$ cat config.mk
export PLATFORM = sky130hd
export DESIGN_NAME = afcsf_ctrl
export DESIGN_NICKNAME = d
export VERILOG_FILES = /design/src/include/afcsf_pkg.sv /design/src/afcsf_tick_div.sv /design/src/afcsf_delay_cnt.sv /design/src/afcsf_ctrl.sv
export SDC_FILE = /design/constraint.sdc
export NUM_CORES = 1
export LEC_CHECK = 0
export BUFFER_PORTS_ARGS = -buffer_cell sky130_fd_sc_hd__buf_2
export CAP_MARGIN = 5
export CORE_MARGIN = 2
export CORE_UTILIZATION = 53
export CTS_BUF_LIST = sky130_fd_sc_hd__clkbuf_2 sky130_fd_sc_hd__clkbuf_4 sky130_fd_sc_hd__clkbuf_8
export CTS_CLUSTER_DIAMETER = 120
export DETAILED_ROUTE_END_ITERATION = 12
export PLACE_DENSITY = 0.79
export REMOVE_ABC_BUFFERS = 1
export SLEW_MARGIN = 10
export SYNTH_ARGS = -nofsm -noshare
export SYNTH_HDL_FRONTEND = slang
export SYNTH_SLANG_ARGS = --single-unit
$ cat constraint.sdc
create_clock -name ref_clk_i -period 2.24 [get_ports ref_clk_i]
set_clock_uncertainty 0.1 [all_clocks]
set_input_delay 0.224 -clock ref_clk_i [delete_from_list [all_inputs] [get_ports ref_clk_i]]
set_output_delay 0.224 -clock ref_clk_i [all_outputs]
set_load 0.005 [all_outputs]
$ cat src/include/afcsf_pkg.sv
`default_nettype none
package afcsf_pkg;
	// Register offsets
	localparam logic [7:0] AFCSF_OFS_DELAY = 8'h2B;
	localparam logic [7:0] AFCSF_OFS_CFG = 8'h2C;
	localparam logic [7:0] AFCSF_OFS_K1LO = 8'h2D;
	localparam logic [7:0] AFCSF_OFS_K1HI = 8'h2E;
	localparam logic [7:0] AFCSF_OFS_STATUS = 8'h2F;
	// Field positions
	localparam int AFCSF_BIT_BLOCK = 6;
	localparam int AFCSF_BIT_RESTART = 5;
	localparam int AFCSF_FRZ_LSB = 2;
	localparam int AFCSF_START_LSB = 0;
	// Reset values and config write mask
	localparam logic [7:0] AFCSF_RST_DELAY = 8'h00;
	localparam logic [7:0] AFCSF_RST_CFG = 8'h00;
	localparam logic [7:0] AFCSF_RST_K1LO = 8'h00;
	localparam logic [3:0] AFCSF_RST_K1HI = 4'h0;
	localparam logic [7:0] AFCSF_CFG_MASK = 8'h7F;
	// Base period: predecimation strobes per delay tick
	localparam int AFCSF_PREDEC_DIV = 4;
	localparam logic [1:0] AFCSF_PREDEC_LAST = 2'(AFCSF_PREDEC_DIV - 1);

	typedef enum logic [2:0] {
		AFCSF_FRZ_STAY = 3'h0,
		AFCSF_FRZ_RSSI = 3'h1,
		AFCSF_FRZ_RECOG = 3'h2,
		AFCSF_FRZ_SYNC = 3'h3,
		AFCSF_FRZ_MANUAL = 3'h4
	} afcsf_frz_t;

	typedef enum logic [1:0] {
		AFCSF_START_OFF = 2'h0,
		AFCSF_START_DIRECT = 2'h1,
		AFCSF_START_RSSI = 2'h2,
		AFCSF_START_RECOG = 2'h3
	} afcsf_start_t;

	typedef enum logic [1:0] {
		AFCSF_ST_OFF = 2'b00,
		AFCSF_ST_WAIT = 2'b01,
		AFCSF_ST_RUN = 2'b10,
		AFCSF_ST_FROZEN = 2'b11
	} afcsf_state_t;

	typedef struct packed {
		logic rssi;
		logic recog;
		logic sync;
		logic manual;
		logic chan_change;
		logic slot_start;
		logic hold_exit;
	} afcsf_evt_t;

	typedef struct packed {
		logic [7:0] addr;
		logic [7:0] wdata;
		logic wr;
		logic rd;
	} afcsf_bus_t;
endpackage
`default_nettype wire

$ cat src/afcsf_tick_div.sv
`timescale 1ns/10ps
`default_nettype none
module afcsf_tick_div
	import afcsf_pkg::*;
(
	// Clock and reset
	input wire logic ref_clk_i,
	input wire logic rst_i,
	input wire logic ce_i,
	// Strobes
	input wire logic clear_i,
	input wire logic predec_stb_i,
	output logic tick_o
);
	logic [1:0] cnt_reg;
	wire last = (cnt_reg == AFCSF_PREDEC_LAST);
	assign tick_o = predec_stb_i && last && !clear_i;

	always_ff @(posedge ref_clk_i) begin
		if (rst_i || (ce_i && clear_i)) begin
			cnt_reg <= 2'h0;
		end else if (ce_i && predec_stb_i) begin
			cnt_reg <= last ? 2'h0 : cnt_reg + 2'h1;
		end
	end
endmodule
`default_nettype wire

$ cat src/afcsf_delay_cnt.sv
`timescale 1ns/10ps
`default_nettype none
module afcsf_delay_cnt
	import afcsf_pkg::*;
(
	// Clock and reset
	input wire logic ref_clk_i,
	input wire logic rst_i,
	input wire logic ce_i,
	// Control
	input wire logic load_i,
	input wire logic [7:0] ratio_i,
	input wire logic tick_i,
	// Status
	output logic busy_o,
	output logic done_o
);
	logic [7:0] cnt_reg;
	logic busy_reg;
	wire last = (cnt_reg == 8'h01);
	assign busy_o = busy_reg;
	assign done_o = busy_reg && tick_i && last;

	always_ff @(posedge ref_clk_i) begin
		if (rst_i) begin
			cnt_reg <= 8'h00;
			busy_reg <= 1'b0;
		end else if (ce_i) begin
			if (load_i) begin
				cnt_reg <= ratio_i;
				busy_reg <= (ratio_i != 8'h00);
			end else if (busy_reg && tick_i) begin
				cnt_reg <= cnt_reg - 8'h01;
				busy_reg <= !last;
			end
		end
	end
endmodule
`default_nettype wire

$ cat src/afcsf_ctrl.sv
// Notes on behaviour
// - 8-bit freeze delay ratio sets base periods between trigger and freeze.
// - Delay base period is predecimation strobe divided by four.
// - Block bit set suspends updates while amplitude-keyed input is low.
// - Restart bit restarts loop on channel change and on slot start while self polling.
// - Restart bit also restarts loop on hold exit in slave run mode when hold init enabled.
// - Freeze codes 000 run, 001 strength plus delay, 010 recognition plus delay.
// - Freeze code 011 freezes after symbol sync plus delay.
// - Freeze code 100 freezes on manual command; 101 to 111 unused.
// - Start codes 00 off, 01 direct, 10 strength, 11 recognition.
// - Twelve-bit K1 is high nibble joined with low byte.
`timescale 1ns/10ps
`default_nettype none
module afcsf_ctrl
	import afcsf_pkg::*;
(
	// Clock, reset, enable
	input wire logic ref_clk_i,
	input wire logic rst_i,
	input wire logic ce_i,
	// Register port
	input wire logic [7:0] addr_i,
	input wire logic [7:0] wdata_i,
	input wire logic wr_i,
	input wire logic rd_i,
	output logic [7:0] rdata_o,
	// Receiver events
	input wire logic predec_stb_i,
	input wire logic rssi_evt_i,
	input wire logic recog_evt_i,
	input wire logic sync_evt_i,
	input wire logic manual_freeze_command_bit_i,
	input wire logic chan_change_i,
	input wire logic slot_start_i,
	input wire logic self_polling_i,
	input wire logic slave_run_i,
	input wire logic pll_hold_init_enable_i,
	input wire logic hold_exit_i,
	input wire logic ask_low_i,
	// Loop control
	output logic afc_update_en_o,
	output logic afc_restart_o,
	output logic afc_frozen_o,
	output logic [11:0] loop_gain_one_o
);
	////////////////////////////////////////////////////////////////////////
	// Registers
	logic [7:0] freeze_delay_reg;
	logic [7:0] freeze_start_config;
	logic [7:0] loop_gain_one_low_reg;
	logic [3:0] loop_gain_one_high_reg;
	logic [7:0] rdata_reg;
	afcsf_state_t state_reg, state_next;
	logic restart_reg;
	logic update_reg;
	afcsf_evt_t evt;
	logic tick;
	logic dly_busy;
	logic dly_done;

	assign evt = '{rssi: rssi_evt_i, recog: recog_evt_i, sync: sync_evt_i,
		manual: manual_freeze_command_bit_i, chan_change: chan_change_i,
		slot_start: slot_start_i, hold_exit: hold_exit_i};

	wire wr_delay = wr_i && (addr_i == AFCSF_OFS_DELAY);
	wire wr_cfg = wr_i && (addr_i == AFCSF_OFS_CFG);
	wire wr_k1lo = wr_i && (addr_i == AFCSF_OFS_K1LO);
	wire wr_k1hi = wr_i && (addr_i == AFCSF_OFS_K1HI);

	always_ff @(posedge ref_clk_i) begin
		if (rst_i) begin
			freeze_delay_reg <= AFCSF_RST_DELAY;
			freeze_start_config <= AFCSF_RST_CFG;
			loop_gain_one_low_reg <= AFCSF_RST_K1LO;
			loop_gain_one_high_reg <= AFCSF_RST_K1HI;
		end else if (ce_i) begin
			if (wr_delay) begin
				freeze_delay_reg <= wdata_i;
			end
			if (wr_cfg) begin
				freeze_start_config <= wdata_i & AFCSF_CFG_MASK;
			end
			if (wr_k1lo) begin
				loop_gain_one_low_reg <= wdata_i;
			end
			if (wr_k1hi) begin
				loop_gain_one_high_reg <= wdata_i[3:0];
			end
		end
	end

	// Field decode
	wire amplitude_low_block = freeze_start_config[AFCSF_BIT_BLOCK];
	wire restart_on_channel_change = freeze_start_config[AFCSF_BIT_RESTART];
	wire [2:0] freeze_select = freeze_start_config[AFCSF_FRZ_LSB +: 3];
	wire [1:0] start_select = freeze_start_config[AFCSF_START_LSB +: 2];

	assign loop_gain_one_o = {loop_gain_one_high_reg, loop_gain_one_low_reg};

	////////////////////////////////////////////////////////////////////////
	// Read port
	wire [7:0] status_word = {4'h0, 1'b0, dly_busy, state_reg};
	logic [7:0] rd_mux;
	always_comb begin
		case (addr_i)
			AFCSF_OFS_DELAY: rd_mux = freeze_delay_reg;
			AFCSF_OFS_CFG: rd_mux = freeze_start_config;
			AFCSF_OFS_K1LO: rd_mux = loop_gain_one_low_reg;
			AFCSF_OFS_K1HI: rd_mux = {4'h0, loop_gain_one_high_reg};
			AFCSF_OFS_STATUS: rd_mux = status_word;
			default: rd_mux = 8'h00;
		endcase
	end

	always_ff @(posedge ref_clk_i) begin
		if (rst_i) begin
			rdata_reg <= 8'h00;
		end else if (ce_i) begin
			rdata_reg <= rd_i ? rd_mux : 8'h00;
		end
	end
	assign rdata_o = rdata_reg;

	////////////////////////////////////////////////////////////////////////
	// Event selection
	// channel change and self-polling slot start
	wire restart_a = restart_on_channel_change &&
		(evt.chan_change || (self_polling_i && evt.slot_start));
	// hold exit in slave run mode
	wire restart_b = restart_on_channel_change && slave_run_i &&
		pll_hold_init_enable_i && evt.hold_exit;
	wire restart_now = restart_a || restart_b;

	logic start_hit;
	always_comb begin
		case (start_select)
			AFCSF_START_DIRECT: start_hit = 1'b1;
			AFCSF_START_RSSI: start_hit = evt.rssi;
			AFCSF_START_RECOG: start_hit = evt.recog;
			default: start_hit = 1'b0;
		endcase
	end

	logic frz_hit;
	logic frz_delayed;
	always_comb begin
		case (freeze_select)
			AFCSF_FRZ_RSSI: frz_hit = evt.rssi;
			AFCSF_FRZ_RECOG: frz_hit = evt.recog;
			AFCSF_FRZ_SYNC: frz_hit = evt.sync;
			AFCSF_FRZ_MANUAL: frz_hit = evt.manual;
			default: frz_hit = 1'b0;
		endcase
	end
	assign frz_delayed = (freeze_select != AFCSF_FRZ_MANUAL);

	////////////////////////////////////////////////////////////////////////
	// Delay timing
	wire dly_arm = (state_reg == AFCSF_ST_RUN) && frz_hit && frz_delayed &&
		!dly_busy && (freeze_delay_reg != 8'h00) && !restart_now;
	wire dly_clear = restart_now || (state_reg != AFCSF_ST_RUN);

	afcsf_tick_div u_tick (
		.ref_clk_i(ref_clk_i),
		.rst_i(rst_i),
		.ce_i(ce_i),
		.clear_i(dly_arm),
		.predec_stb_i(predec_stb_i),
		.tick_o(tick)
	);

	afcsf_delay_cnt u_delay (
		.ref_clk_i(ref_clk_i),
		.rst_i(rst_i || (ce_i && dly_clear)),
		.ce_i(ce_i),
		.load_i(dly_arm),
		.ratio_i(freeze_delay_reg),
		.tick_i(tick),
		.busy_o(dly_busy),
		.done_o(dly_done)
	);

	// zero ratio freezes on the event itself
	wire frz_now = (frz_hit && (!frz_delayed || freeze_delay_reg == 8'h00)) ||
		dly_done;

	////////////////////////////////////////////////////////////////////////
	// Start/freeze state machine
	always_comb begin
		case (state_reg)
			AFCSF_ST_OFF: state_next = AFCSF_ST_WAIT;
			AFCSF_ST_WAIT: state_next = start_hit ? AFCSF_ST_RUN : AFCSF_ST_WAIT;
			AFCSF_ST_RUN: state_next = frz_now ? AFCSF_ST_FROZEN : AFCSF_ST_RUN;
			AFCSF_ST_FROZEN: state_next = AFCSF_ST_FROZEN;
			default: state_next = AFCSF_ST_OFF;
		endcase
		if (start_select == AFCSF_START_OFF) begin
			state_next = AFCSF_ST_OFF;
		end else if (restart_now) begin
			state_next = AFCSF_ST_WAIT;
		end
	end

	always_ff @(posedge ref_clk_i) begin
		if (rst_i) begin
			state_reg <= AFCSF_ST_OFF;
			restart_reg <= 1'b0;
		end else if (ce_i) begin
			state_reg <= state_next;
			restart_reg <= restart_now;
		end
	end

	wire block_now = amplitude_low_block && ask_low_i;
	always_ff @(posedge ref_clk_i) begin
		if (rst_i) begin
			update_reg <= 1'b0;
		end else if (ce_i) begin
			update_reg <= (state_next == AFCSF_ST_RUN) && !block_now;
		end
	end

	assign afc_update_en_o = update_reg;
	assign afc_restart_o = restart_reg;
	assign afc_frozen_o = (state_reg == AFCSF_ST_FROZEN);

	////////////////////////////////////////////////////////////////////////
	// Checks
	// low amplitude block
	a_block_ask_low: assert property (
		@(posedge ref_clk_i) disable iff (rst_i)
		ce_i && amplitude_low_block && ask_low_i |=> !afc_update_en_o)
		else $error("update not blocked during low amplitude");
	a_restart_chan: assert property (
		@(posedge ref_clk_i) disable iff (rst_i)
		ce_i && restart_on_channel_change && chan_change_i |=> afc_restart_o)
		else $error("no restart on channel change");
	a_no_restart_off: assert property (
		@(posedge ref_clk_i) disable iff (rst_i)
		ce_i && !restart_on_channel_change |=> !afc_restart_o)
		else $error("restart while disabled");
	a_restart_wait: assert property (
		@(posedge ref_clk_i) disable iff (rst_i)
		ce_i && restart_now && start_select != AFCSF_START_OFF
		|=> state_reg == AFCSF_ST_WAIT && !afc_update_en_o)
		else $error("restart did not re-enter wait");
	a_restart_hold: assert property (
		@(posedge ref_clk_i) disable iff (rst_i)
		ce_i && restart_on_channel_change && slave_run_i &&
		pll_hold_init_enable_i && hold_exit_i |=> afc_restart_o)
		else $error("no restart on hold exit");
	a_stay_on: assert property (
		@(posedge ref_clk_i) disable iff (rst_i)
		ce_i && freeze_select == AFCSF_FRZ_STAY && state_reg == AFCSF_ST_RUN
		&& !restart_now && start_select != AFCSF_START_OFF
		|=> state_reg == AFCSF_ST_RUN)
		else $error("frozen with freeze disabled");
	a_manual_frz: assert property (
		@(posedge ref_clk_i) disable iff (rst_i)
		ce_i && freeze_select == AFCSF_FRZ_MANUAL && state_reg == AFCSF_ST_RUN
		&& manual_freeze_command_bit_i && !restart_now
		&& start_select != AFCSF_START_OFF |=> afc_frozen_o)
		else $error("manual freeze missed");
	a_unused_frz: assert property (
		@(posedge ref_clk_i) disable iff (rst_i)
		ce_i && freeze_select > 3'h4 && state_reg == AFCSF_ST_RUN &&
		!dly_busy |=> !afc_frozen_o)
		else $error("unused freeze code froze the loop");
	a_start_off: assert property (
		@(posedge ref_clk_i) disable iff (rst_i)
		ce_i && start_select == AFCSF_START_OFF |=> state_reg == AFCSF_ST_OFF)
		else $error("loop not off");
	a_start_direct: assert property (
		@(posedge ref_clk_i) disable iff (rst_i)
		ce_i && start_select == AFCSF_START_DIRECT &&
		state_reg == AFCSF_ST_WAIT && !restart_now |=> state_reg == AFCSF_ST_RUN)
		else $error("direct start did not run");
	a_k1_join: assert property (
		@(posedge ref_clk_i) disable iff (rst_i)
		ce_i && wr_i && addr_i == AFCSF_OFS_K1LO
		|=> loop_gain_one_o[7:0] == $past(wdata_i))
		else $error("K1 low byte not taken");
	a_rst_zero: assert property (
		@(posedge ref_clk_i)
		rst_i |=> freeze_delay_reg == 8'h00 && freeze_start_config == 8'h00 &&
		loop_gain_one_low_reg == 8'h00 && !afc_update_en_o)
		else $error("register not cleared by reset");
	a_zero_delay: assert property (
		@(posedge ref_clk_i) disable iff (rst_i)
		ce_i && state_reg == AFCSF_ST_RUN && frz_hit && !restart_now &&
		freeze_delay_reg == 8'h00 && start_select != AFCSF_START_OFF
		|=> afc_frozen_o)
		else $error("zero delay freeze late");
	a_delay_hold: assert property (
		@(posedge ref_clk_i) disable iff (rst_i)
		ce_i && dly_arm && freeze_delay_reg != 8'h00 |=> !afc_frozen_o)
		else $error("freeze before delay");
	a_delay_frz: assert property (
		@(posedge ref_clk_i) disable iff (rst_i)
		ce_i && dly_done && state_reg == AFCSF_ST_RUN && !restart_now &&
		start_select != AFCSF_START_OFF |=> afc_frozen_o)
		else $error("delayed freeze missed");
	logic [9:0] chk_left_reg;
	always_ff @(posedge ref_clk_i) begin
		if (rst_i) begin
			chk_left_reg <= 10'h000;
		end else if (ce_i && dly_arm) begin
			chk_left_reg <= {freeze_delay_reg, 2'b00};
		end else if (ce_i && predec_stb_i && dly_busy) begin
			chk_left_reg <= chk_left_reg - 10'h001;
		end
	end
	a_delay_span: assert property (
		@(posedge ref_clk_i) disable iff (rst_i)
		ce_i && dly_done |-> chk_left_reg == 10'h001)
		else $error("delay not four strobes per step");
	c_direct_run: cover property (@(posedge ref_clk_i) disable iff (rst_i)
		state_reg == AFCSF_ST_WAIT ##1 state_reg == AFCSF_ST_RUN);
	c_delay_frz: cover property (@(posedge ref_clk_i) disable iff (rst_i)
		dly_done ##1 afc_frozen_o);
	c_restart: cover property (@(posedge ref_clk_i) disable iff (rst_i)
		afc_frozen_o && restart_now);
	c_manual_frz: cover property (@(posedge ref_clk_i) disable iff (rst_i)
		freeze_select == AFCSF_FRZ_MANUAL ##1 afc_frozen_o);
	c_blocked: cover property (@(posedge ref_clk_i) disable iff (rst_i)
		amplitude_low_block && ask_low_i && state_reg == AFCSF_ST_RUN);
endmodule
`default_nettype wire

* Yosys cells after proc, flatten, opt, wreduce, memory -nomap -nowiden
Index checks and enable logic that the tools add are counted.
** Storage, ports and cells
- Input port bits :: 33
- Logic and storage cells :: 94
- Register bits :: 50
- Output and inout bits :: 23
** Cells by class
- Add/subtract/negate cells :: 2
- Mux-type cells :: 14
- Equal/unequal tests :: 20
- Reduce and logical (&&, ||, !) cells :: 47
** Operators with widths (count)
- equality test 8 x 6 -> 1 bit (second input constant) :: 5
- one-hot mux 8 bit (5 select lines) :: 1
- logical AND 1 bit :: 24
- two-way mux 8 bit :: 3
- equality test 2 bit (second input constant) :: 6
- AND reduction 2 bit :: 5
- equality test 8 x 1 -> 1 bit (second input constant) :: 1
- logical NOT 8 bit :: 1
- two-way mux 2 bit :: 4
- one-hot mux 2 bit (4 select lines) :: 1
- nonzero test 8 bit :: 1
- subtractor 8 x 1 -> 8 bit (second input constant) :: 1
- logical OR 1 bit :: 7
- equality test 3 x 2 -> 1 bit (second input constant) :: 2
- logical NOT 1 bit :: 6
- equality test 2 x 1 -> 1 bit (second input constant) :: 2
- logical NOT 2 bit :: 2
- one-hot mux 1 bit (4 select lines) :: 1
- equality test 3 x 1 -> 1 bit (second input constant) :: 1
- equality test 3 bit (second input constant) :: 1
- two-way mux 1 bit :: 3
- inequality test 3 bit (second input constant) :: 1
- one-hot mux 1 bit (3 select lines) :: 1
- adder 2 x 1 -> 2 bit (second input constant) :: 1
- other kinds (2) :: 2

* Logic depth before layout (Yosys ltp)
Gate-level depths: netlist (run 1).
- Depth after elaboration :: 18
- Gate-level depth with buffers :: 7
- Mapped depth without buffers :: 7

* Modules after synthesis
A second synthesis (run 1) with hierarchy kept.
** Second synthesis, totals
- Cell total of the unflattened synthesis :: 283
- Area, all modules :: 2607.5 um2
** Modules (own cells, without submodules)
- afcsf_ctrl :: cells an instance 194, sequential area each 780.7 um2, times used 1, area each 1868.0 um2
- afcsf_delay_cnt :: cells an instance 77, sequential area each 180.2 um2, times used 1, area each 623.1 um2
- afcsf_tick_div :: cells an instance 12, sequential area each 40.0 um2, times used 1, area each 116.4 um2

* Worst setup path before layout (run 1)
No wires, ideal clock.
- Path type :: register to register
- Start :: register freeze_delay_reg[3]
- End :: register u_delay.cnt_reg[1]
- Clock period less this slack :: 1.991 ns
- Data arrival time :: 1.764 ns
- Setup slack :: 0.249 ns
- Data required time :: 2.013 ns
- Path buffers :: 1
- Setup time :: 0.127 ns
- Cell stages (with the launch flop) :: 7
- Path through :: dfxtp_1 > or4_4 > o2111a_2 > and3_1 > buf_6 > o2111ai_4 > o22ai_1
** On the way
- Cells in the longest elaborated chain, start to end :: 8
- Elaborated cells between the ends (all ways) :: 9
- Classes of those cells :: mux (1); reduce/logical (8)
** RTL lines
- from (decl) :: RTL line afcsf_ctrl.sv:48 : logic [7:0] freeze_delay_reg;
- from (signal assigned) :: RTL line afcsf_ctrl.sv:78 : freeze_delay_reg <= wdata_i;
- nonzero test 8 bit * :: RTL line afcsf_ctrl.sv:160 : !dly_busy && (freeze_delay_reg != 8'h00) && !restart_now;
- logical AND 1 bit * (2 in a row) :: RTL line afcsf_ctrl.sv:160
- logical NOT 1 bit :: RTL line afcsf_tick_div.sv:17 : assign tick_o = predec_stb_i && last && !clear_i;
- logical AND 1 bit :: RTL line afcsf_tick_div.sv:17
- logical AND 1 bit :: RTL line afcsf_delay_cnt.sv:32 : end else if (busy_reg && tick_i) begin
- nonzero test 2 bit (no line)
- AND reduction 2 bit (no line)
- to (signal assigned) :: RTL line afcsf_delay_cnt.sv:30 : cnt_reg <= ratio_i;
- to (signal assigned) :: RTL line afcsf_delay_cnt.sv:33 : cnt_reg <= cnt_reg - 8'h01;
- to (decl) :: RTL line afcsf_delay_cnt.sv:18 : logic [7:0] cnt_reg;
Mark *: on every way between the ends. The rest lies on a longest branch, timed or not.
A chain may end at the register's enable or synchronous reset.

* Worst setup path after layout (run 1)
Same ends and word-level chain as after synthesis.

==> results of run 1 <==
==> worst max path at each step <==
stage | slack (ns) | start | depth (start not counted) | to
after floorplan | 0.27 | freeze_delay_reg[3]$_SDFFE_PP0P_ | 5 | u_delay.cnt_reg[1]$_SDFFE_PP0P_
after global placement | 0.19 | freeze_delay_reg[3]$_SDFFE_PP0P_ | 5 | u_delay.cnt_reg[1]$_SDFFE_PP0P_
after detailed placement | 0.14 | freeze_delay_reg[3]$_SDFFE_PP0P_ | 5 | u_delay.cnt_reg[1]$_SDFFE_PP0P_
after CTS | 0.12 | freeze_delay_reg[3]$_SDFFE_PP0P_ | 5 | u_delay.cnt_reg[1]$_SDFFE_PP0P_
after global routing | 0.04 | freeze_delay_reg[3]$_SDFFE_PP0P_ | 5 | u_delay.cnt_reg[1]$_SDFFE_PP0P_
final | 0.11 | freeze_delay_reg[3]$_SDFFE_PP0P_ | 5 | u_delay.cnt_reg[1]$_SDFFE_PP0P_
==> metrics by stage <==
stage / hold slack [ns] / cells
6_report: 0.0969 / 453
5_1_grt: 0.0928 / 453
4_1_cts: 0.0888 / 453
3_5_place_dp: 0.365 / 445
3_3_place_gp: 0.356 / 445
2_1_floorplan: 0.193 / 304
==> power by group through the flow <==
| stage | Combinational, mW | Clock, mW | Sequential, mW |
|---|---|---|---|
| 2_1_floorplan | 0.0331 | 0 | 0.914 |
| 3_3_place_gp | 0.113 | 0 | 0.915 |
| 3_5_place_dp | 0.114 | 0 | 0.915 |
| 4_1_cts | 0.115 | 0.660 | 0.894 |
| 5_1_grt | 0.126 | 0.700 | 0.895 |
| 6_report | 0.117 | 0.661 | 0.894 |
==> logic make-up (layout without fill, tap and decap cells) <==
| kind of cell | after synthesis | count (layout) | synth area share |
|---|---|---|---|
| DFF | 50 | 50 | 0.385 |
| buffers and inverters | 35 | 99 | 0.0539 |
| adders and majority gates | 3 | 3 | 0.0145 |
| muxes | 18 | 18 | 0.0718 |
| and+or+nand+nor | 117 | 117 | 0.228 |
| AOI/OAI and AO/OA | 99 | 99 | 0.247 |
==> critical path, cell delays in order (launching register included) <==
cell and delay (ns):
dfxtp_1 0.35, or4_4 0.55, o2111a_2 0.32, and3_1 0.29, o2111ai_4 0.29, o22ai_1 0.13
==> placed cells by master (no fill, tap or decap), types with 3 or more instances in the layout <==
cell type,count
nand3_1,10
buf_2,55
and3_1,5
o32ai_1,6
ha_1,3
o22ai_1,11
dfxtp_1,50
mux2i_1,13
nor3_1,7
nor2b_1,6
buf_4,19
nand2b_1,3
inv_1,17
nor2_1,17
and3b_1,3
clkbuf_8,5
mux2_2,5
o31ai_1,3
nand2_1,46
a21oi_1,38
o21ai_0,20
or4_1,3
nand4_1,6
a22oi_1,4
==> area by class of cell <==
cell class,instances,area share
clock buffers,7,0.0267
clock inverters,1,0.00957
inverters,17,0.0203
multi-input cells,237,0.464
flip-flops and latches,50,0.319
well taps,67,0.0267
repair buffers,74,0.133
==> metal layers <==
layer,routed length [microns],vias up
met5,0,-
met4,189,0
met1,3080,1263
met3,535,19
li1,-,1299
met2,3450,130
==> results.tsv, run 1 <==
stage	metric	value	unit
status	status	finished, final reports clean	
cells_and_area	Final Cell Area	3140	sq um
setup_path	Worst Setup End Kind	flip-flop	
cells_and_area	final core occ	0.664	
global_route	global route overflow	0	
global_route	grt peak-use layer	met2	
synth	post-synthesis cell type count	48	
worst_hold_path	hold path cells	3	
synth	Syn Std Cell Area	2600	sq um
pwr	leakage	1.27	nW
route	final wirelength	7250	microns
floorplanning	Core ar.	4720	sq um
setup_path	r2r setup slk	0.11	ns
clocking	clock latency at the later pin of the worst-skew pair	0.30	ns
pwr	sw frac	0.226	
route	DR vias	2711	
synth	Yosys warnings	0	
synth	top cells by area, synth	dfxtp_1 (39%), a21oi_1 (7.3%), nand2_1 (6.6%)	
timing	Final min period	2.13	ns
floorplanning	Die Span X	74.0	microns
timing	TNS Setup	0	ns
clocking	CTS tree	yes	
timing	unrepaired setup endpoints after global routing	false	
clocking	Worst-path clk slew	0.09	ns
synth	most numerous cell in the Yosys netlist	dfxtp_1	
setup_path	Critical R2R Launch	freeze_delay_reg[3]$_SDFFE_PP0P_	
timing	FMAX	0.470	GHz
synth	Yosys top cell area share	0.385	
clocking	H-tree lvl count	2	
global_route	GRT Util Overall	0.281	
timing	max-slew violations	0	
pwr	PD cells	533	nW/um^2
cells_and_area	Final #Nets	421	
setup_path	CP Max Fanout	7	
pwr	NetSw	0.377	mW
cells_and_area	FILL cells	413	
synth	prevailing post-synth register cell	dfxtp_1	
synth	sequential area share after synthesis	0.385	
floorplanning	I/O pin total	56	
pwr	Comb pwr share	0.070	
global_route	GR Util met1	0.369	
floorplanning	die area	5480	sq um
global_route	first-pass GRT wire length	11800	microns
route	wire length per cell after detailed routing	16.0	microns
setup_path	startpoint types	flip-flop	
pwr	Clock power frac	0.395	
pwr	Internal Power	1.29	mW
setup_path	critical setup path kind	reg -> reg	
cells_and_area	area growth from synthesis to layout	20.8	%
cells_and_area	register area	1000	sq um
place	DP Wirelength	5460	microns
floorplanning	number of cell rows	25	
timing	worst rel slew slack	0.670	
synth	async set-reset flop share out of synthesis	0	
cells_and_area	n_diodes	0	
global_route	grt met2 use	0.458	
clocking	setup bufs post-CTS	0	
timing	Final setup viols	0	
clocking	Hold-fix buffers, CTS	0	
synth	area leader, netlist	dfxtp_1	
global_route	initial antenna violation count	0	
pwr	Pwr Total	1.67	mW
clocking	clock buffer depth	2	
route	1st-pass router iterations	5	
timing	Slew @ Worst Pin	0.493	ns
pwr	maximum VDD drop	0.471	mV
global_route	largest net degree at the start of global routing	25	
worst_hold_path	Hold Path End	loop_gain_one_low_reg[4]$_SDFFE_PP0P_	
floorplanning	die height	74.0	microns
setup_path	Critical Path AT	2.21	ns
place	GP Congestion	0.953	
clocking	Clock Sinks	50	
clocking	cts repair resizes	0	
synth	average size of a mapped cell	8.07	sq um
synth	top cells by count, synth	dfxtp_1 (50), nand2_1 (46), a21oi_1 (38)	
pwr	Seq pwr share	0.535	
cells_and_area	share of layout cells above drive strength 1	0.246	
route	Post-DRT Antenna Nets	0	
worst_hold_path	Hold WC Path Type	in -> reg	
place	PortBufs	55	
timing	Hold Violations, Final	0	
place	pre-CTS setup slack	0.142	ns
synth	Cells after Synth	322	
synth	Post-synth EDFFs	0	
route	Vias per Instance	5.98	
global_route	M3 GR Usage	0.0542	
synth	post-synthesis sequential element count	50	
clocking	Root Driver	clkbuf_8	
setup_path	R2R Path End	u_delay.cnt_reg[1]$_SDFFE_PP0P_	
setup_path	CP Data Required Time	2.33	ns
global_route	vias in the first global route	2446	
worst_hold_path	HP Start	wdata_i[4]	
floorplanning	initial core utilization	0.550	
timing	period utilization	0.949	
route	Starting DRT DRC Count	226	
run	maxcap violations	0	
timing	setup ws final	0.114	ns
cells_and_area	multi-input logic area	1460	sq um
route	post-route DRC violation count	0	
setup_path	R2R cell count	5	
clocking	CTS buffer count	5	
place	DP Area	3020	sq um
(Power assumes the default switching activity.)
==> inputs of run 2 (changes only) <==
- ABC_AREA: unset -> 1
==> results.tsv, run 2 <==
stage	metric	value	unit
synth	top cells by count, synth	nand2_1 (74), inv_1 (57), dfxtp_1 (50)	
timing	Final min period	1.79	ns
clocking	clock buffer depth	2	
route	post-route DRC violation count	0	
clocking	Worst-path clk slew	0.09	ns
setup_path	R2R cell count	9	
floorplanning	number of cell rows	25	
cells_and_area	final core occ	0.646	
pwr	maximum VDD drop	0.257	mV
synth	prevailing post-synth register cell	dfxtp_1	
setup_path	CP Max Fanout	13	
timing	Slew @ Worst Pin	0.515	ns
timing	max-slew violations	0	
global_route	initial antenna violation count	0	
timing	worst rel slew slack	0.655	
global_route	vias in the first global route	2420	
synth	post-synthesis sequential element count	50	
cells_and_area	share of layout cells above drive strength 1	0.193	
place	GP Congestion	0.900	
cells_and_area	leading cell type in the layout, fill and taps excluded	nand2_1	
floorplanning	Die Span X	75.2	microns
place	placed insts	511	
route	wire length per cell after detailed routing	12.6	microns
clocking	Root Driver	clkbuf_8	
synth	Post-synth EDFFs	0	
global_route	first-pass GRT wire length	10600	microns
cells_and_area	most frequent cells in the layout	nand2_1 (74), inv_1 (57), buf_2 (55)	
global_route	largest net degree at the start of global routing	29	
synth	sequential area share after synthesis	0.373	
route	DR vias	2690	
synth	post-synthesis cell type count	33	
setup_path	crit-path leading delay family	simple AND/OR/NAND/NOR gates	
synth	Yosys warnings	0	
floorplanning	die area	5650	sq um
synth	most numerous cell in the Yosys netlist	nand2_1	
floorplanning	Core ar.	4820	sq um
pwr	leakage	1.40	nW
worst_hold_path	hold path cells	4	
synth	async set-reset flop share out of synthesis	0	
floorplanning	I/O pin total	56	
route	Starting DRT DRC Count	190	
clocking	clock latency at the later pin of the worst-skew pair	0.31	ns
cells_and_area	area growth from synthesis to layout	15.8	%
timing	Hold Violations, Final	0	
route	Post-DRT Antenna Nets	0	
setup_path	WP depth	9	
timing	period utilization	0.798	
route	Vias per Instance	5.19	
setup_path	CP max stage delay	0.48	ns
status	status	finished, final reports clean	
cells_and_area	Final #Nets	487	
synth	Yosys top cell area share	0.373	
setup_path	Slowest-stage cell, CP	dfxtp_1	
place	PortBufs	55	
timing	FMAX	0.560	GHz
clocking	setup bufs post-CTS	0	
global_route	GRT Util Overall	0.249	
setup_path	Worst path most repeated cell	nor2_1	
setup_path	CP Data Required Time	2.35	ns
clocking	CTS buffer count	5	
pwr	Pwr Total	1.63	mW
synth	area leader, netlist	dfxtp_1	
place	DP Wirelength	5010	microns
place	pre-CTS setup slack	0.397	ns
floorplanning	initial core utilization	0.558	
global_route	global route overflow	0	
timing	setup ws final	0.453	ns
worst_hold_path	Hold WC Path Type	in -> reg	
setup_path	startpoint types	flip-flop	
synth	average size of a mapped cell	6.75	sq um
synth	Cells after Synth	398	
pwr	PD cells	525	nW/um^2
synth	top cells by area, synth	dfxtp_1 (37%), nand2_1 (10%), inv_1 (8.0%)	
setup_path	critical path cell sequence	inv_1 > nor2_1 > nand3_2 > inv_1 > nand3_2 > nand2_1 > o21ai_2 > nor2_1 > nor2_1	
route	1st-pass router iterations	4	
clocking	Clock Sinks	50	
floorplanning	die height	75.2	microns
clocking	CTS tree	yes	
synth	Syn Std Cell Area	2690	sq um
run	maxcap violations	0	
clocking	cts repair resizes	0	
cells_and_area	n_diodes	0	
timing	Final setup viols	0	
setup_path	Worst Setup End Kind	flip-flop	
setup_path	critical setup path kind	reg -> reg	
clocking	H-tree lvl count	2	
timing	TNS Setup	0	ns
setup_path	Critical Path AT	1.89	ns
setup_path	Crit path buffers/inverters	2	
clocking	Hold-fix buffers, CTS	0	
cells_and_area	non-filler cells, final	518	
timing	unrepaired setup endpoints after global routing	false	
route	final wirelength	6540	microns
[run 2: cell types whose count changed in the layout (fill, tap and decap cells not counted), moves of 6 or more]
cell,delta
o21ai_0,+15
nor2b_1,-6
o32ai_1,-6
o22ai_1,-10
mux2i_1,-13
nand3_1,+28
o21ai_1,+9
nand2_1,+28
buf_4,-16
nor2_1,+21
inv_1,+40
[run 2: logic make-up (layout without fill, tap and decap cells)]
group,Yosys count,in the layout,share of synthesized area
simple gates,176,176,0.304
compound gates,93,93,0.187
buf+inv,71,124,0.106
flops,50,50,0.373
xor+xnor,5,5,0.0163
fa+ha+maj,3,3,0.0140
[run 2: power breakdown]
group	total [mW]	internal [mW]	switching, mW	leakage, nW
Sequential	0.896	0.892	0.00386	0.403
Clock	0.634	0.329	0.305	0.0542
Combinational	0.103	0.0388	0.0646	0.938
[run 2: worst reg2reg max path, cell delays in order, from the launching register on]
cell	delay [ns]
dfxtp_1	0.48
inv_1	0.09
nor2_1	0.12
nand3_2	0.15
inv_1	0.10
nand3_2	0.28
nand2_1	0.17
o21ai_2	0.06
nor2_1	0.09
nor2_1	0.05
[run 2: final timing paths]
kind	startpoint	end	slack (ns)
worst min-delay path	ask_low_i	afc_update_en_o$_SDFFE_PP0P_	0.11
worst max register to register	state_reg[1]$_SDFFE_PP0P_	u_delay.cnt_reg[0]$_SDFFE_PP0P_	0.45
worst max-delay path	state_reg[1]$_SDFFE_PP0P_	u_delay.cnt_reg[0]$_SDFFE_PP0P_	0.45
worst min register to register	rdata_o[7]$_SDFFE_PP0P_	rdata_o[7]$_SDFFE_PP0P_	0.37
[run 2: per-stage QoR]
stage          hold slack [ns]  instance area (sq um)
3_3_place_gp             0.352                   3000
5_1_grt                  0.129                   3110
4_1_cts                  0.110                   3110
6_report                 0.111                   3110
3_5_place_dp             0.352                   3000
2_1_floorplan            0.193                   2620
[run 2: cell type report]
cell class,instances,area (sq um)
Inverter,59,221
Fill cell,436,1710
Clock buffer,5,68.8
Tap cell,67,83.8
Timing Repair Buffer,58,298
Sequential cell,50,1000
Clock inverter,2,38.8
Multi-Input combinational cell,277,1400
[run 2: layer usage]
layer  GRT usage  vias up  share of wire
met3      0.0482        5          0.066
met2       0.420       88           0.46
met1       0.328     1202           0.46
li1            -     1395              -
met4      0.0682        0          0.011
met5           0        -              0
==> inputs of run 3 (changes only) <==
- clock period: 2.24 -> 1.8 ns (I/O delays scaled with it)
==> results.tsv, run 3 (synthesized netlist as in run 2, its figures left out) <==
stage	metric	value	unit
status	status	finished, final reports clean	
floorplanning	I/O pin total	56	
setup_path	CP startpoint	freeze_start_config[2]$_SDFFE_PP0P_	
cells_and_area	n_diodes	0	
setup_path	R2R Path End	u_delay.cnt_reg[6]$_SDFFE_PP0P_	
clocking	Clock Sinks	50	
cells_and_area	non-filler cells, final	524	
setup_path	Critical Path End	u_delay.cnt_reg[6]$_SDFFE_PP0P_	
setup_path	critical setup path kind	reg -> reg	
worst_hold_path	Hold WC Path Type	in -> reg	
cells_and_area	register area	1000	sq um
setup_path	CP Max Fanout	13	
cells_and_area	Final #Nets	492	
clocking	H-tree lvl count	2	
timing	FMAX	0.599	GHz
route	wire length per cell after detailed routing	13.2	microns
timing	Final min period	1.67	ns
clocking	CTS buffer count	5	
setup_path	r2r setup slk	0.13	ns
setup_path	WP depth	10	
place	DP Wirelength	5260	microns
cells_and_area	share of layout cells above drive strength 1	0.208	
setup_path	startpoint types	flip-flop	
place	placed insts	515	
route	post-route DRC violation count	0	
setup_path	CP max stage delay	0.34	ns
cells_and_area	FILL cells	454	
route	Post-DRT Antenna Nets	0	
setup_path	critical path cell sequence	nor2_1 > nand2_1 > inv_1 > nand2_1 > nand2_4 > nand3_4 > nand2_1 > o21ai_2 > nor2_1 > nor2_1	
floorplanning	number of cell rows	25	
clocking	Root Driver	clkbuf_8	
pwr	NetSw	0.494	mW
clocking	clock latency at the later pin of the worst-skew pair	0.31	ns
route	Vias per Instance	5.27	
clocking	CTS tree	yes	
floorplanning	Die Span X	75.2	microns
clocking	Worst-path clk slew	0.10	ns
global_route	first-pass GRT wire length	11000	microns
floorplanning	Core ar.	4820	sq um
route	DR vias	2760	
floorplanning	initial core utilization	0.558	
pwr	Clock power frac	0.398	
worst_hold_path	HP Start	predec_stb_i	
setup_path	R2R cell count	10	
global_route	largest net degree at the start of global routing	29	
pwr	Comb pwr share	0.067	
pwr	Internal Power	1.59	mW
cells_and_area	multi-input logic area	1410	sq um
timing	Final setup viols	0	
timing	max-slew violations	0	
floorplanning	die area	5650	sq um
cells_and_area	final core occ	0.661	
pwr	Pwr Total	2.08	mW
route	final wirelength	6920	microns
pwr	sw frac	0.238	
timing	Slew @ Worst Pin	0.467	ns
setup_path	CP Data Required Time	1.91	ns
global_route	initial antenna violation count	0	
place	DP Area	3050	sq um
setup_path	Crit path buffers/inverters	1	
global_route	global route overflow	0	
setup_path	Worst Setup End Kind	flip-flop	
cells_and_area	most frequent cells in the layout	nand2_1 (74), inv_1 (57), buf_2 (55)	
cells_and_area	leading cell type in the layout, fill and taps excluded	nand2_1	
setup_path	Slowest-stage cell, CP	dfxtp_1	
run	maxcap violations	0	
global_route	vias in the first global route	2467	
timing	period utilization	0.927	
setup_path	Critical Path AT	1.78	ns
route	1st-pass router iterations	4	
place	PortBufs	55	
setup_path	crit-path leading delay family	simple AND/OR/NAND/NOR gates	
clocking	clock buffer depth	2	
cells_and_area	area growth from synthesis to layout	18.5	%
timing	Hold Violations, Final	0	
route	Starting DRT DRC Count	246	
timing	worst rel slew slack	0.689	
timing	TNS Setup	0	ns
pwr	leakage	1.43	nW
cells_and_area	Final Cell Area	3180	sq um
floorplanning	die height	75.2	microns
global_route	GRT Util Overall	0.258	
setup_path	Critical R2R Launch	freeze_start_config[2]$_SDFFE_PP0P_	
pwr	PD cells	653	nW/um^2
pwr	maximum VDD drop	0.426	mV
place	GP Congestion	0.915	
timing	unrepaired setup endpoints after global routing	true	
pwr	Seq pwr share	0.536	
-- run 3: changes by cell type in the layout (fill, tap and decap cells not counted), sizes merged --
| cell | previous run | this run |
|---|---|---|
| buf | 58 | 63 |
| inv | 59 | 60 |
-- run 3: routing by layer --
layer | up-vias | GRT usage | share of wire
li1 | 1409 | - | -
met1 | 1229 | 0.355 | 0.44
met2 | 108 | 0.403 | 0.46
met3 | 14 | 0.0455 | 0.075
met4 | 0 | 0.101 | 0.020
met5 | - | 0 | 0
-- run 3: final cells by class --
class / instances / area share
Clock buffer: 5 / 0.0216
Clock inverter: 3 / 0.0149
Inverter: 59 / 0.0695
Multi-Input combinational cell: 277 / 0.444
Sequential cell: 50 / 0.315
Tap cell: 67 / 0.0263
Timing Repair Buffer: 63 / 0.109
-- run 3: worst min-delay path by stage --
stage                                            end  slack, ns  cells past startpoint
6_report              u_tick.cnt_reg[1]$_SDFFE_PP0P_       0.06                      3
5_1_grt               u_tick.cnt_reg[1]$_SDFFE_PP0P_       0.07                      3
4_1_cts               u_tick.cnt_reg[1]$_SDFFE_PP0P_       0.05                      3
3_5_place_dp                 rdata_o[6]$_SDFFE_PP0P_       0.35                      2
2_1_floorplan           afc_update_en_o$_SDFFE_PP0P_       0.15                      1
3_3_place_gp   loop_gain_one_low_reg[3]$_SDFFE_PP0P_       0.35                      2
-- run 3: through the flow --
step / hold WS (ns) / setup slack (ns)
2_1_floorplan: 0.149 / -0.0922
3_3_place_gp: 0.349 / 0.118
3_5_place_dp: 0.351 / 0.0987
4_1_cts: 0.0515 / 0.0269
5_1_grt: 0.0667 / -0.00827
6_report: 0.0551 / 0.131
-- run 3: tightest hold or removal path, delay by kind of cell --
family / cells / cell delay [ns]
buffers and inverters: 1 / 0.11
AND/OR/NAND/NOR: 1 / 0.07
AO/OA/AOI/OAI: 1 / 0.06
-- run 3: what timing repair did --
action	4_1_cts	5_1_grt
resized for setup	0	3
hold endpoints to repair	0	0
endpoints found under the setup margin	0	9
hold buffers	0	0
setup buffers	0	1
-- run 3: power groups by stage --
stage	combinational, mW	clock, mW	sequential, mW
2_1_floorplan	0.0543	0	1.14
3_3_place_gp	0.135	0	1.14
3_5_place_dp	0.137	0	1.14
4_1_cts	0.138	0.841	1.11
5_1_grt	0.154	0.876	1.11
6_report	0.139	0.827	1.11
